<file path="config.mk">
export PLATFORM = sky130hd
export DESIGN_NAME = mmu_translation_user_map
export DESIGN_NICKNAME = d
export VERILOG_FILES = /design/src/rtl/mmu_pkg.sv /design/src/rtl/mmu_translation_user_map.sv
export VERILOG_INCLUDE_DIRS = /design/src /design/src/rtl
export SDC_FILE = /design/constraint.sdc
export NUM_CORES = 2
export LEC_CHECK = 0
export BUFFER_PORTS_ARGS = -buffer_cell sky130_fd_sc_hd__buf_2
export CORE_MARGIN = 5
export CORE_UTILIZATION = 50
export CTS_BUF_LIST = sky130_fd_sc_hd__clkbuf_2
export DETAILED_ROUTE_END_ITERATION = 8
export HOLD_SLACK_MARGIN = 0.12
export PLACE_DENSITY = 0.77
export SLEW_MARGIN = 20
export SYNTH_ARGS = -nofsm -noshare
export SYNTH_HDL_FRONTEND = slang
export SYNTH_SLANG_ARGS = --single-unit
</file>
<file path="constraint.sdc">
create_clock -name ref_clk -period 13.4 [get_ports ref_clk]
set_input_delay 0.67 -clock ref_clk [delete_from_list [all_inputs] [get_ports ref_clk]]
set_output_delay 0.67 -clock ref_clk [all_outputs]
set_load 0.02 [all_outputs]
</file>
<file path="src/rtl/mmu_params.svh">
/*
  offsets, field positions, reset values and physical region codes
  of the user-segment translation block.
  assumes a 32-bit classic Wishbone register bus with byte addresses.
*/
`ifndef MMU_PARAMS_SVH
`define MMU_PARAMS_SVH

// register byte offsets
`define MMU_MODE_OFS 8'h00
`define MMU_TAG_OFS 8'h04
`define MMU_VPN_OFS 8'h08
`define MMU_LO0_OFS 8'h0c
`define MMU_LO1_OFS 8'h10
`define MMU_SIZE_OFS 8'h14
`define MMU_INDEX_OFS 8'h18
`define MMU_CMD_OFS 8'h1c
`define MMU_STATUS_OFS 8'h20

// mode register fields
`define MMU_EXL_BIT 1
`define MMU_ERL_BIT 2
`define MMU_PRIV_LSB 3
`define MMU_UX_BIT 5
`define MMU_MODE_RESET 32'h0000_0004
`define MMU_PRIV_USER 2'h2

// entry low fields
`define MMU_PFN_W 22
`define MMU_C_BIT 22
`define MMU_G_BIT 23

// status fields
`define MMU_TS_BIT 0
`define MMU_MISS_BIT 1
`define MMU_AERR_BIT 2

// physical region codes, taken from address bits 28:24
`define MMU_RGN_ROM 5'h1f
`define MMU_RGN_ROM_ALIAS 5'h18
`define MMU_RGN_IO16 5'h17
`define MMU_RGN_IO8 5'h16
`define MMU_RGN_MEM16 5'h15
`define MMU_RGN_MEM8 5'h14
`define MMU_RGN_HWREG 5'h0b
`define MMU_RGN_DISP 5'h0a
`define MMU_RGN_DRAM_TOP 5'h03

`endif

</file>
<file path="src/rtl/mmu_pkg.sv">
/*
  types of the user-segment translation block.
  assumes nothing beyond the params header.
*/
package mmu_pkg;

  typedef enum logic [7:0] {
    rgn_none = 8'h00,
    rgn_dram = 8'h01,
    rgn_disp = 8'h02,
    rgn_hwreg = 8'h04,
    rgn_mem8 = 8'h08,
    rgn_mem16 = 8'h10,
    rgn_io8 = 8'h20,
    rgn_io16 = 8'h40,
    rgn_rom = 8'h80
  } region_type;

  typedef logic [2:0] page_size_type;

endpackage

</file>
<file path="src/rtl/mmu_translation_user_map.sv">
/*
  user-segment address translation with a 32-entry fully associative
  translation buffer, operating-mode tracking and physical region decode.
  assumes the pipeline on ref_clk presents one lookup per cycle and
  takes the answer combinationally in that same cycle; software fills
  entries over classic Wishbone.
*/
// Our own choices: the address map and the Wishbone interface to the registers.
// How it works
// - physical address is 32 bits, 4 Gbytes
// - 0x1f000000-0x1fffffff decodes as rom
// - 0x18000000-0x18ffffff aliases the rom
// - above 0x1fffffff mirrors the low 512 Mbytes
// - expansion io: 16-bit at 0x17, 8-bit 0x16
// - expansion memory: 16-bit 0x15, 8-bit 0x14
// - 0x0b000000 block selects hardware registers
// - 0x0a000000 block selects display buffer
// - hit needs vpn match and global or tag
// - no hit raises translation miss
// - frame number joined with untranslated offset
// - five page sizes, 1K to 256K
// - 32-bit vpn spans 22 down to 14 bits
// - 64-bit vpn spans 30 down to 22 bits
// - exceptions enter kernel, return restores mode
// - user mode: privilege 10, both levels 0
// - wide bit picks 32 or 64-bit segment
// - user segments end 0x7fffffff, 0xffffffffff
// - 32-bit user with msb set: address error
// - 64-bit user, bits 63:40 nonzero: error
// - 32-bit misses use ordinary miss vector
// - 64-bit misses use extended miss vector
// - user segment mapped, entry sets cacheability
// - 32-bit addresses sign-extend bit 31
// - 32 entries of page pairs, parallel compare
// - current 8-bit tag in entry-high register
// - multiple hit sets shutdown until reset
`timescale 1ns/1ns
`include "mmu_params.svh"

module mmu_translation_user_map #(
  parameter int ENTRIES = 32,
  parameter int TAG_W = 8
) (
  input wire logic ref_clk,
  input wire logic reset_n,
  // wishbone slave
  input wire logic cyc_i,
  input wire logic stb_i,
  input wire logic we_i,
  input wire logic [7:0] adr_i,
  input wire logic [3:0] sel_i,
  input wire logic [31:0] dat_i,
  output logic [31:0] dat_o,
  output logic ack_o,
  // pipeline side
  input wire logic lookup_req,
  input wire logic [63:0] lookup_vaddr,
  input wire logic exception_in,
  input wire logic exception_return,
  output logic [31:0] lookup_paddr,
  output logic lookup_hit,
  output logic lookup_cacheable,
  output logic translation_miss,
  output logic extended_translation_miss,
  output logic address_error,
  output logic unmapped,
  output logic user_mode,
  output logic kernel_mode,
  output mmu_pkg::region_type region,
  output logic translation_shutdown_bit
);

  localparam int IDX_W = $clog2(ENTRIES);

  ////////////////////////////////////////////////////////////////////
  // helpers

  function automatic logic [31:0] merge(
    input logic [31:0] old,
    input logic [31:0] data,
    input logic [3:0] sel
  );
    logic [31:0] res;
    res = old;
    for (int b = 0; b < 4; b++) begin
      if (sel[b]) begin
        res[8*b +: 8] = data[8*b +: 8];
      end
    end
    return res;
  endfunction

  // offset bits of a page: 10, 12, 14, 16 or 18
  function automatic logic [31:0] off_mask(
    input mmu_pkg::page_size_type k
  );
    case (k)
      3'h1: off_mask = 32'h0000_0fff;
      3'h2: off_mask = 32'h0000_3fff;
      3'h3: off_mask = 32'h0000_ffff;
      3'h4: off_mask = 32'h0003_ffff;
      default: off_mask = 32'h0000_03ff;
    endcase
  endfunction

  // vpn of a pair is address bits 39:11; larger pages drop low bits
  function automatic logic [28:0] vpn_mask(
    input mmu_pkg::page_size_type k
  );
    case (k)
      3'h1: vpn_mask = 29'h0000_0003;
      3'h2: vpn_mask = 29'h0000_000f;
      3'h3: vpn_mask = 29'h0000_003f;
      3'h4: vpn_mask = 29'h0000_00ff;
      default: vpn_mask = 29'h0000_0000;
    endcase
  endfunction

  // the bit just above the offset picks the odd page of the pair
  function automatic logic odd_page(
    input logic [63:0] va,
    input mmu_pkg::page_size_type k
  );
    case (k)
      3'h1: odd_page = va[12];
      3'h2: odd_page = va[14];
      3'h3: odd_page = va[16];
      3'h4: odd_page = va[18];
      default: odd_page = va[10];
    endcase
  endfunction

  function automatic mmu_pkg::region_type decode(
    input logic [31:0] pa
  );
    logic [4:0] blk;
    blk = pa[28:24];
    if (blk == `MMU_RGN_ROM || blk == `MMU_RGN_ROM_ALIAS) begin
      decode = mmu_pkg::rgn_rom;
    end else if (blk == `MMU_RGN_IO16) begin
      decode = mmu_pkg::rgn_io16;
    end else if (blk == `MMU_RGN_IO8) begin
      decode = mmu_pkg::rgn_io8;
    end else if (blk == `MMU_RGN_MEM16) begin
      decode = mmu_pkg::rgn_mem16;
    end else if (blk == `MMU_RGN_MEM8) begin
      decode = mmu_pkg::rgn_mem8;
    end else if (blk == `MMU_RGN_HWREG) begin
      decode = mmu_pkg::rgn_hwreg;
    end else if (blk == `MMU_RGN_DISP) begin
      decode = mmu_pkg::rgn_disp;
    end else if (blk <= `MMU_RGN_DRAM_TOP) begin
      decode = mmu_pkg::rgn_dram;
    end else begin
      decode = mmu_pkg::rgn_none;
    end
  endfunction

  ////////////////////////////////////////////////////////////////////
  // registers

  logic [31:0] mode;
  logic [TAG_W-1:0] entry_high_control;
  logic [28:0] vpn_stage;
  logic [23:0] lo0_stage;
  logic [23:0] lo1_stage;
  mmu_pkg::page_size_type size_stage;
  logic [IDX_W-1:0] index_stage;
  logic last_miss;
  logic last_aerr;

  // entry storage
  logic ent_valid [ENTRIES];
  logic [28:0] ent_vpn [ENTRIES];
  logic [TAG_W-1:0] ent_tag [ENTRIES];
  logic ent_global [ENTRIES];
  mmu_pkg::page_size_type ent_size [ENTRIES];
  logic [23:0] ent_lo0 [ENTRIES];
  logic [23:0] ent_lo1 [ENTRIES];

  logic access;
  logic wr;
  logic [31:0] wdata;
  logic mmu_exception;
  logic take_exception;

  assign access = cyc_i && stb_i && !ack_o;
  // a write lands at the edge where the master sees ack high
  assign wr = cyc_i && stb_i && we_i && ack_o;

  ////////////////////////////////////////////////////////////////////
  // lookup, all combinational so the pipeline sees it this cycle

  logic [63:0] va;
  logic wide;
  logic in_useg;
  logic [ENTRIES-1:0] hits;
  logic multi;
  logic any_hit;
  logic [31:0] pa;
  logic cache_sel;

  assign wide = mode[`MMU_UX_BIT];
  assign user_mode = mode[`MMU_PRIV_LSB +: 2] == `MMU_PRIV_USER &&
                     !mode[`MMU_ERL_BIT] &&
                     !mode[`MMU_EXL_BIT];
  assign kernel_mode = mode[`MMU_ERL_BIT] || mode[`MMU_EXL_BIT] ||
                       mode[`MMU_PRIV_LSB +: 2] == 2'h0;

  always_comb begin
    va = wide ? lookup_vaddr :
      {{32{lookup_vaddr[31]}}, lookup_vaddr[31:0]};
  end

  assign in_useg = wide ? (va[63:40] == 24'h00_0000) : !va[31];

  always_comb begin
    hits = '0;
    for (int i = 0; i < ENTRIES; i++) begin
      hits[i] = ent_valid[i] &&
        (((ent_vpn[i] ^ va[39:11]) & ~vpn_mask(ent_size[i])) ==
         29'h0) &&
        (ent_global[i] || ent_tag[i] == entry_high_control);
    end
  end

  assign multi = |(hits & (hits - 1'b1));
  assign any_hit = |hits && !translation_shutdown_bit;

  always_comb begin
    logic [23:0] lo;
    logic [31:0] om;
    lo = '0;
    om = 32'h0000_03ff;
    for (int i = 0; i < ENTRIES; i++) begin
      if (hits[i]) begin
        lo = odd_page(va, ent_size[i]) ? ent_lo1[i] : ent_lo0[i];
        om = off_mask(ent_size[i]);
      end
    end
    pa = ({lo[`MMU_PFN_W-1:0], 10'h000} & ~om) | (va[31:0] & om);
    cache_sel = lo[`MMU_C_BIT];
  end

  always_comb begin
    lookup_paddr = 32'h0000_0000;
    lookup_hit = 1'b0;
    lookup_cacheable = 1'b0;
    translation_miss = 1'b0;
    extended_translation_miss = 1'b0;
    address_error = 1'b0;
    unmapped = 1'b0;
    region = mmu_pkg::rgn_none;
    if (lookup_req) begin
      if (user_mode && !in_useg) begin
        address_error = 1'b1;
      end else if (!in_useg) begin
        // other segments are handled outside this block
        unmapped = 1'b1;
        lookup_paddr = va[31:0];
        region = decode(va[31:0]);
      end else if (any_hit) begin
        lookup_hit = 1'b1;
        lookup_paddr = pa;
        lookup_cacheable = cache_sel;
        region = decode(pa);
      end else if (wide) begin
        extended_translation_miss = 1'b1;
      end else begin
        translation_miss = 1'b1;
      end
    end
  end

  assign mmu_exception = address_error || translation_miss ||
                         extended_translation_miss;
  assign take_exception = mmu_exception || exception_in;

  ////////////////////////////////////////////////////////////////////
  // mode: exception entry wins over a bus write in the same cycle

  always_ff @(posedge ref_clk) begin
    if (!reset_n) begin
      mode <= `MMU_MODE_RESET;
    end else begin
      if (wr && adr_i == `MMU_MODE_OFS) begin
        mode <= merge(mode, dat_i, sel_i) & 32'h0000_003e;
      end
      if (take_exception) begin
        mode[`MMU_EXL_BIT] <= 1'b1;
      end else if (exception_return) begin
        // the error level is left first, as it is the outer one
        if (mode[`MMU_ERL_BIT]) begin
          mode[`MMU_ERL_BIT] <= 1'b0;
        end else begin
          mode[`MMU_EXL_BIT] <= 1'b0;
        end
      end
    end
  end

  always_ff @(posedge ref_clk) begin
    if (!reset_n) begin
      translation_shutdown_bit <= 1'b0;
    end else if (lookup_req && in_useg && multi) begin
      translation_shutdown_bit <= 1'b1;
    end
  end

  always_ff @(posedge ref_clk) begin
    if (!reset_n) begin
      last_miss <= 1'b0;
      last_aerr <= 1'b0;
    end else if (lookup_req) begin
      last_miss <= translation_miss || extended_translation_miss;
      last_aerr <= address_error;
    end
  end

  ////////////////////////////////////////////////////////////////////
  // staging registers for entry writes

  assign wdata = dat_i;

  always_ff @(posedge ref_clk) begin
    if (!reset_n) begin
      entry_high_control <= '0;
      vpn_stage <= 29'h0;
      lo0_stage <= 24'h00_0000;
      lo1_stage <= 24'h00_0000;
      size_stage <= 3'h0;
      index_stage <= '0;
    end else if (wr) begin
      case (adr_i)
        `MMU_TAG_OFS: begin
          entry_high_control <= TAG_W'(merge(
            32'(entry_high_control), wdata, sel_i));
        end
        `MMU_VPN_OFS: begin
          vpn_stage <= 29'(merge(32'(vpn_stage), wdata, sel_i));
        end
        `MMU_LO0_OFS: begin
          lo0_stage <= 24'(merge(32'(lo0_stage), wdata, sel_i));
        end
        `MMU_LO1_OFS: begin
          lo1_stage <= 24'(merge(32'(lo1_stage), wdata, sel_i));
        end
        `MMU_SIZE_OFS: begin
          if (sel_i[0]) begin
            size_stage <= wdata[2:0];
          end
        end
        `MMU_INDEX_OFS: begin
          if (sel_i[0]) begin
            index_stage <= wdata[IDX_W-1:0];
          end
        end
        default: begin
        end
      endcase
    end
  end

  // a command write copies the staged entry into the chosen slot
  always_ff @(posedge ref_clk) begin
    if (!reset_n) begin
      for (int i = 0; i < ENTRIES; i++) begin
        ent_valid[i] <= 1'b0;
      end
    end else if (wr && adr_i == `MMU_CMD_OFS && sel_i[0] &&
                 dat_i[0]) begin
      ent_valid[index_stage] <= 1'b1;
    end
  end

  always_ff @(posedge ref_clk) begin
    if (wr && adr_i == `MMU_CMD_OFS && sel_i[0] && dat_i[0]) begin
      ent_vpn[index_stage] <= vpn_stage;
      ent_tag[index_stage] <= entry_high_control;
      // an entry is global only if both pages say so
      ent_global[index_stage] <= lo0_stage[`MMU_G_BIT] &&
                                 lo1_stage[`MMU_G_BIT];
      ent_size[index_stage] <= size_stage;
      ent_lo0[index_stage] <= lo0_stage;
      ent_lo1[index_stage] <= lo1_stage;
    end
  end

  ////////////////////////////////////////////////////////////////////
  // wishbone answer: one wait state, unmapped reads give zero

  always_ff @(posedge ref_clk) begin
    if (!reset_n) begin
      ack_o <= 1'b0;
    end else begin
      ack_o <= access;
    end
  end

  always_ff @(posedge ref_clk) begin
    if (!reset_n) begin
      dat_o <= 32'h0000_0000;
    end else if (access && !we_i) begin
      case (adr_i)
        `MMU_MODE_OFS: dat_o <= mode;
        `MMU_TAG_OFS: dat_o <= 32'(entry_high_control);
        `MMU_VPN_OFS: dat_o <= 32'(vpn_stage);
        `MMU_LO0_OFS: dat_o <= 32'(lo0_stage);
        `MMU_LO1_OFS: dat_o <= 32'(lo1_stage);
        `MMU_SIZE_OFS: dat_o <= 32'(size_stage);
        `MMU_INDEX_OFS: dat_o <= 32'(index_stage);
        `MMU_STATUS_OFS: begin
          dat_o <= {29'h0, last_aerr, last_miss,
                    translation_shutdown_bit};
        end
        default: dat_o <= 32'h0000_0000;
      endcase
    end
  end

endmodule // mmu_translation_user_map

</file>
**Yosys cells after proc, flatten, opt, wreduce, memory -nomap -nowiden**

Memories as Yosys holds them, arrays and structs flattened.
Cells that the tools add are included.

- Flip-flop bits (word level): 134
- Bits in writable memories: 2,880
- Input bits: 116
- Logic and storage cells: 784
- Memories kept: 7

Memory list:

| name | words | bits a word | read ports | clocked after Yosys merged registers in | wr ports | line | text |
|---|---|---|---|---|---|---|---|
| ent_vpn | 32 | 29 | 32 | 0 | 1 | mmu_translation_user_map.sv:174 | `logic [28:0] ent_vpn [ENTRIES];` |
| ent_lo0 | 32 | 24 | 32 | 0 | 1 | mmu_translation_user_map.sv:178 | `logic [23:0] ent_lo0 [ENTRIES];` |
| ent_lo1 | 32 | 24 | 32 | 0 | 1 | mmu_translation_user_map.sv:179 | `logic [23:0] ent_lo1 [ENTRIES];` |
| ent_tag | 32 | 8 | 32 | 0 | 1 | mmu_translation_user_map.sv:175 | `logic [TAG_W-1:0] ent_tag [ENTRIES];` |
| ent_size | 32 | 3 | 32 | 0 | 1 | mmu_translation_user_map.sv:177 | `mmu_pkg::page_size_type ent_size [ENTRIES];` |
| ent_global | 32 | 1 | 32 | 0 | 1 | mmu_translation_user_map.sv:176 | `logic ent_global [ENTRIES];` |
| 1 more memories | -- | -- | -- | -- | -- | -- |  |

- $add $sub $neg: 1
- Magnitude comparators: 2
- Equality and inequality tests: 185
- Mux-type cells: 289
- Bitwise gates (word level): 101
- Reduce and logical (&&, ||, !) cells: 179

Operators with widths:

| cell | number |
|---|---|
| $pmux W18 S4 | 32 |
| $mux W23 | 64 |
| $mux W32 | 35 |
| $pmux W8 S4 | 32 |
| $and A29 B29 Y29 | 32 |
| $logic_not A29 Y1 | 32 |
| $not A29 Y29 | 32 |
| $xor A29 B29 Y29 | 32 |
| $eq A8 B8 Y1 | 32 |
| $pmux W29 S8 | 1 |
| $eq A3 B2 Y1 const B | 64 |
| $pmux W1 S4 | 32 |
| $and A32 B32 Y32 | 3 |
| $eq A3 B1 Y1 const B | 32 |
| $eq A3 B3 Y1 const B | 32 |
| $logic_and A1 B1 Y1 | 80 |
| $mux W1 | 69 |
| $mux W64 | 1 |
| $reduce_or A32 Y1 | 2 |
| $eq A5 B5 Y1 const B | 12 |
| $mux W8 | 6 |
| $logic_or A1 B1 Y1 | 40 |
| $reduce_and A3 Y1 | 13 |
| $eq A8 B5 Y1 const B | 4 |
| other kinds (22) | 43 |

**Depth between registers and ports, before layout**

An unclocked memory read counts as a cell.

- Depth in word-level cells: 57
- Mapped depth: 21
- Gate-level depth less buffers: 13

**Worst setup path after synthesis**

Ideal clock, no wire load.

- Kind: input port to flip-flop
- From: input cyc_i
- To: memory ent_global[24], enable pin
- Library setup time: 0.535 ns
- Arrival time: 5.569 ns
- Setup slack: 7.296 ns
- Stages: 6
- Buffers on the path: 0
- Path through: nand2_1 -> nor2_1 -> nand2_1 -> nor4_1 -> nand3_1 -> nor2_1

- Longest elaborated chain between the ends: 8

RTL lines:

| item | line | text |
|---|---|---|
| start, declared | mmu_translation_user_map.sv:47 | `input wire logic cyc_i,` |
| $logic_and A1 B1 Y1 (3 in a row) | mmu_translation_user_map.sv:189 | `assign wr = cyc_i && stb_i && we_i && ack_o;` |
| $logic_and A1 B1 Y1 (no source line) | -- |  |
| $logic_and A1 B1 Y1 (2 in a row) | mmu_translation_user_map.sv:377 | `` if (wr && adr_i == `MMU_CMD_OFS && sel_i[0] && dat_i[0]) begin `` |
| $mux W1 | mmu_translation_user_map.sv:377 |  |
| $mux W1 | mmu_translation_user_map.sv:381 | `` ent_global[index_stage] <= lo0_stage[`MMU_G_BIT] && `` |
| end, declared | mmu_translation_user_map.sv:176 |  |

Every way passes these cells.

**Worst setup path after layout**

- From: register mode[5]
- To: output lookup_paddr[17]

- Longest elaborated chain between the ends: 45
- Elaborated cells on any way between the ends: 239
- Those cells by class: mux: 70; bitwise: 68; reduce/logical: 101

RTL lines:

| item | line | text |
|---|---|---|
| start, declared | mmu_translation_user_map.sv:162 | `logic [31:0] mode;` |
| start signal, assigned | mmu_translation_user_map.sv:284 | `` mode <= `MMU_MODE_RESET; `` |
| start signal, assigned | mmu_translation_user_map.sv:287 | `mode <= merge(mode, dat_i, sel_i) & 32'h0000_003e;` |
| $mux W64 | mmu_translation_user_map.sv:211 | `va = wide ? lookup_vaddr :` |
| $xor A29 B29 Y29 | mmu_translation_user_map.sv:221 | `(((ent_vpn[i] ^ va[39:11]) & ~vpn_mask(ent_size[i])) ==` |
| $and A29 B29 Y29 | mmu_translation_user_map.sv:221 |  |
| $logic_not A29 Y1 | mmu_translation_user_map.sv:221 |  |
| $logic_and A1 B1 Y1 | mmu_translation_user_map.sv:220 | `hits[i] = ent_valid[i] &&` |
| $logic_and A1 B1 Y1 | mmu_translation_user_map.sv:222 | `29'h0) &&` |
| $mux W18 | mmu_translation_user_map.sv:236 | `if (hits[i]) begin` |
| $mux W32 (31 in a row) | mmu_translation_user_map.sv:236 |  |
| $not A32 Y32 | mmu_translation_user_map.sv:241 | `` pa = ({lo[`MMU_PFN_W-1:0], 10'h000} & ~om) \| (va[31:0] & om); `` |
| $and A32 B32 Y32 | mmu_translation_user_map.sv:241 |  |
| $or A32 B32 Y32 | mmu_translation_user_map.sv:241 |  |
| $mux W32 | mmu_translation_user_map.sv:262 | `end else if (any_hit) begin` |
| $mux W32 | mmu_translation_user_map.sv:257 | `end else if (!in_useg) begin` |
| $mux W32 (*) | mmu_translation_user_map.sv:255 | `if (user_mode && !in_useg) begin` |
| $mux W32 (*) | mmu_translation_user_map.sv:254 | `if (lookup_req) begin` |
| end, declared | mmu_translation_user_map.sv:60 | `output logic [31:0] lookup_paddr,` |

Every way passes the cells marked *; elsewhere a longest branch is shown, timed or not.

==> impl_results.md <==
* Status: completed
* Commonest non-fill, non-tap cell in the layout: edfxtp_1
* Period utilisation layout at 75.5%
* Post-synth EDFFs at 2784
* CTS root buf: clkbuf_2
* Die Span Y at 516 um
* First-pass detailed-route iteration total at 6
* Synthesized netlist cell count at 8658
* Avg Vias per Cell at 6.31
* Relative slew slack at 6.36%
* Yosys warnings at 0
* WP data required at 12.73 ns
* Slew at the pin closest to its max-slew limit at 1.40 ns
* Post-CTS Setup Bufs at 0
* I/O Buffers at 191
* Multi-input gate area at 0.0390 mm^2
* CTS tree: done
* CTS sink cnt at 2947
* Max-slew violation count at 0
* Filler cell count at 19903
* Pwr Total at 16.3 mW
* Worst skew pair latency at 2.07 ns
* Nets at 9691
* Cell area power density at 115 mW/mm^2
* Dpl cell area at 0.133 mm^2
* P&R area growth vs syn at 11.1%
* Distinct cells, synth at 108
* Overall Global Routing Usage at 29.1%
* Vias at 85137
* Mapped cell area at 0.128 mm^2
* HPWL Detailed at 242000 um
* Grt ovf at 0
* Post-route setup TNS at 0 ns
* Worst EP arrival at 9.45 ns
* DRT iter0 DRCs at 11891
* Routed length per placed instance at 29.4 um
* Post-synth ARST share at 0%
* Setup violations, final at 0
* Final ANT Viol Nets at 0
* Final Skew at 0.248 ns
* Maximum VDD drop at 104 uV
* TritonCTS buffer count at 699
* Crit-path max FO at 34
* Via count of the first global-routing pass at 83996
* First-pass GRT wire length at 564000 um
* Die width at 516 um
* Core area at 0.254 mm^2
* DRC at 0
* H-tree levels at 6
* Max Clk Rate at 98.8 MHz
* Dpl cells at 12026
* Crit Path Class: flop to output port
* Pin count of the biggest net entering global routing at 98
* Worst-path clk slew at 0.12 ns
* Primary FF master, synth: edfxtp_1
* Final core utilization at 55.8%
* Antenna violations before repair at 28
* Commonest non-fill, non-tap cells in the layout: edfxtp_1 (2784), clkbuf_2 (1028), mux2i_1 (723)
* Seq/Total Area, Yosys at 68.0%
* Final Hold Vio Count at 0
* Final worst path period need at 10.12 ns
* Worst min path class: input port to flop
* Synth Register Bits at 2947
* FP Rows at 185
* RD Place Congestion at 0.946
* Starting Density at 50.3%
* Lkg Pwr at 56.8 nW
* Fin area at 0.142 mm^2
* Final WL at 397000 um
* Synth Area per Inst at 14.8 um^2
* Clk buf depth at 4
* Worst Setup End Kind: output port
* Register area at 0.0869 mm^2
* Die area at 0.266 mm^2
* Worst Setup Start Kind: flop
* Final non-filler cell total at 13501
* RSZ-0062 raised after global routing: no
* IO Count at 198
* Share of cells above drive strength 1 at 18.5%
* Max Cap Violations at 0
==> area by class of cell <==
cell class	count	share of cell area, %
Timing Repair Buffer	684	3.73
Tap cell	3366	2.97
Multi-Input combinational cell	5187	27.5
Inverter	56	0.148
Sequential cell	2947	61.2
Antenna cell	28	0.0494
Clock inverter	205	0.787
Clock buffer	1028	3.62
==> stage by stage <==
stage                     hold slack, ns  setup WS, ns
after detailed placement           0.446          5.05
final                              0.449          3.28
after floorplan                    0.433          7.30
after CTS                          0.241          3.45
after global placement             0.438          5.20
after global routing               0.439          3.27
==> worst max-delay path, cell delays in order (launching register included) <==
cell	delay, ns
dfxtp_4	0.48
buf_4	0.54
mux2i_1	0.99
xnor2_1	0.16
a2111o_1	0.33
nor3_2	0.28
and4_1	0.26
buf_4	0.41
nor2_1	0.29
a221o_1	0.37
o21ai_0	0.38
o211ai_1	0.18
a211oi_1	0.73
o311ai_1	0.49
a221oi_1	0.96
o32ai_1	0.30
buf_2	0.23
==> layer usage <==
| layer | wire length (um) | GRT usage [%] | part of all wire (%) |
|---|---|---|---|
| met1 | 137000 | 36.3 | 35 |
| met2 | 178000 | 44.8 | 45 |
| met3 | 50800 | 7.50 | 13 |
| met4 | 30800 | 19.5 | 7.8 |
| met5 | 72 | 0 | 0.018 |
==> registers in the layout, indices dropped and copies added, names as in the netlist, 3 cells and up <==
register / flops
lo1_stage: 24
vpn_stage: 29
index_stage: 5
size_stage: 3
ent_valid: 32
ent_tag: 256
ent_global: 32
dat_o: 29
lo0_stage: 24
mode: 5
ent_lo0: 736
entry_high_control: 8
ent_size: 96
ent_lo1: 736
ent_vpn: 928
==> Yosys cell counts (39+ instances only) <==
| master | number | area (um^2) |
|---|---|---|
| and2_1 | 44 | 275 |
| nor2_1 | 369 | 1390 |
| or4_1 | 55 | 413 |
| a21oi_1 | 268 | 1340 |
| xnor2_1 | 601 | 5260 |
| xor2_1 | 603 | 5280 |
| a22oi_1 | 58 | 435 |
| and3_1 | 47 | 294 |
| edfxtp_1 | 2784 | 83600 |
| a211oi_1 | 46 | 345 |
| mux2_2 | 165 | 1860 |
| o21ai_0 | 173 | 866 |
| o211ai_1 | 59 | 443 |
| buf_2 | 171 | 856 |
| clkbuf_1 | 160 | 601 |
| nand3_1 | 156 | 781 |
| nand4_1 | 145 | 907 |
| o22ai_1 | 43 | 269 |
| inv_1 | 52 | 195 |
| a221oi_1 | 69 | 604 |
| o21a_1 | 40 | 300 |
| dfxtp_1 | 163 | 3260 |
| mux2i_1 | 723 | 7240 |
| buf_1 | 39 | 146 |
| a31oi_1 | 74 | 463 |
| o221ai_1 | 75 | 657 |
| nor2b_1 | 148 | 926 |
| nor4_1 | 165 | 1030 |
| nand2_1 | 358 | 1340 |
| buf_4 | 76 | 571 |
| nor3_1 | 125 | 626 |
==> final timing paths <==
path                              startpoint          endpoint  slack [ns]  cells after the start
worst max-delay path                 mode[5]  lookup_paddr[17]        3.28                     16
worst min-delay path                adr_i[2]    index_stage[0]        0.45                      8
worst max register to register       mode[5]           mode[2]        5.98                     16
worst min register to register  ent_valid[4]      ent_valid[4]        0.47                      1
==> what timing repair did <==
action | CTS | global route
resized for setup | 0 | 0
hold endpoints to repair | 1104 | 0
hold buffers | 208 | 0
==> kinds of logic after synthesis <==
kind of cell | after synthesis | synth area share (%)
AOI/OAI and AO/OA | 1284 | 7.12
xor gates and xnor gates | 1204 | 8.25
adders and majority gates | 8 | 0.0627
buffers and inverters | 526 | 2.08
DFF | 2947 | 68.0
muxes | 892 | 7.18
other | 1 | 0.00293
and+or+nand+nor | 1796 | 7.35
==> power breakdown <==
| part | switching, mW | internal (mW) |
|---|---|---|
| Combinational | 0.361 | 0.216 |
| Clock | 3.53 | 2.27 |
| Sequential | 0.00202 | 9.90 |
| Total | 3.90 | 12.4 |
No activity file was read; power rests on OpenSTA's default activity.
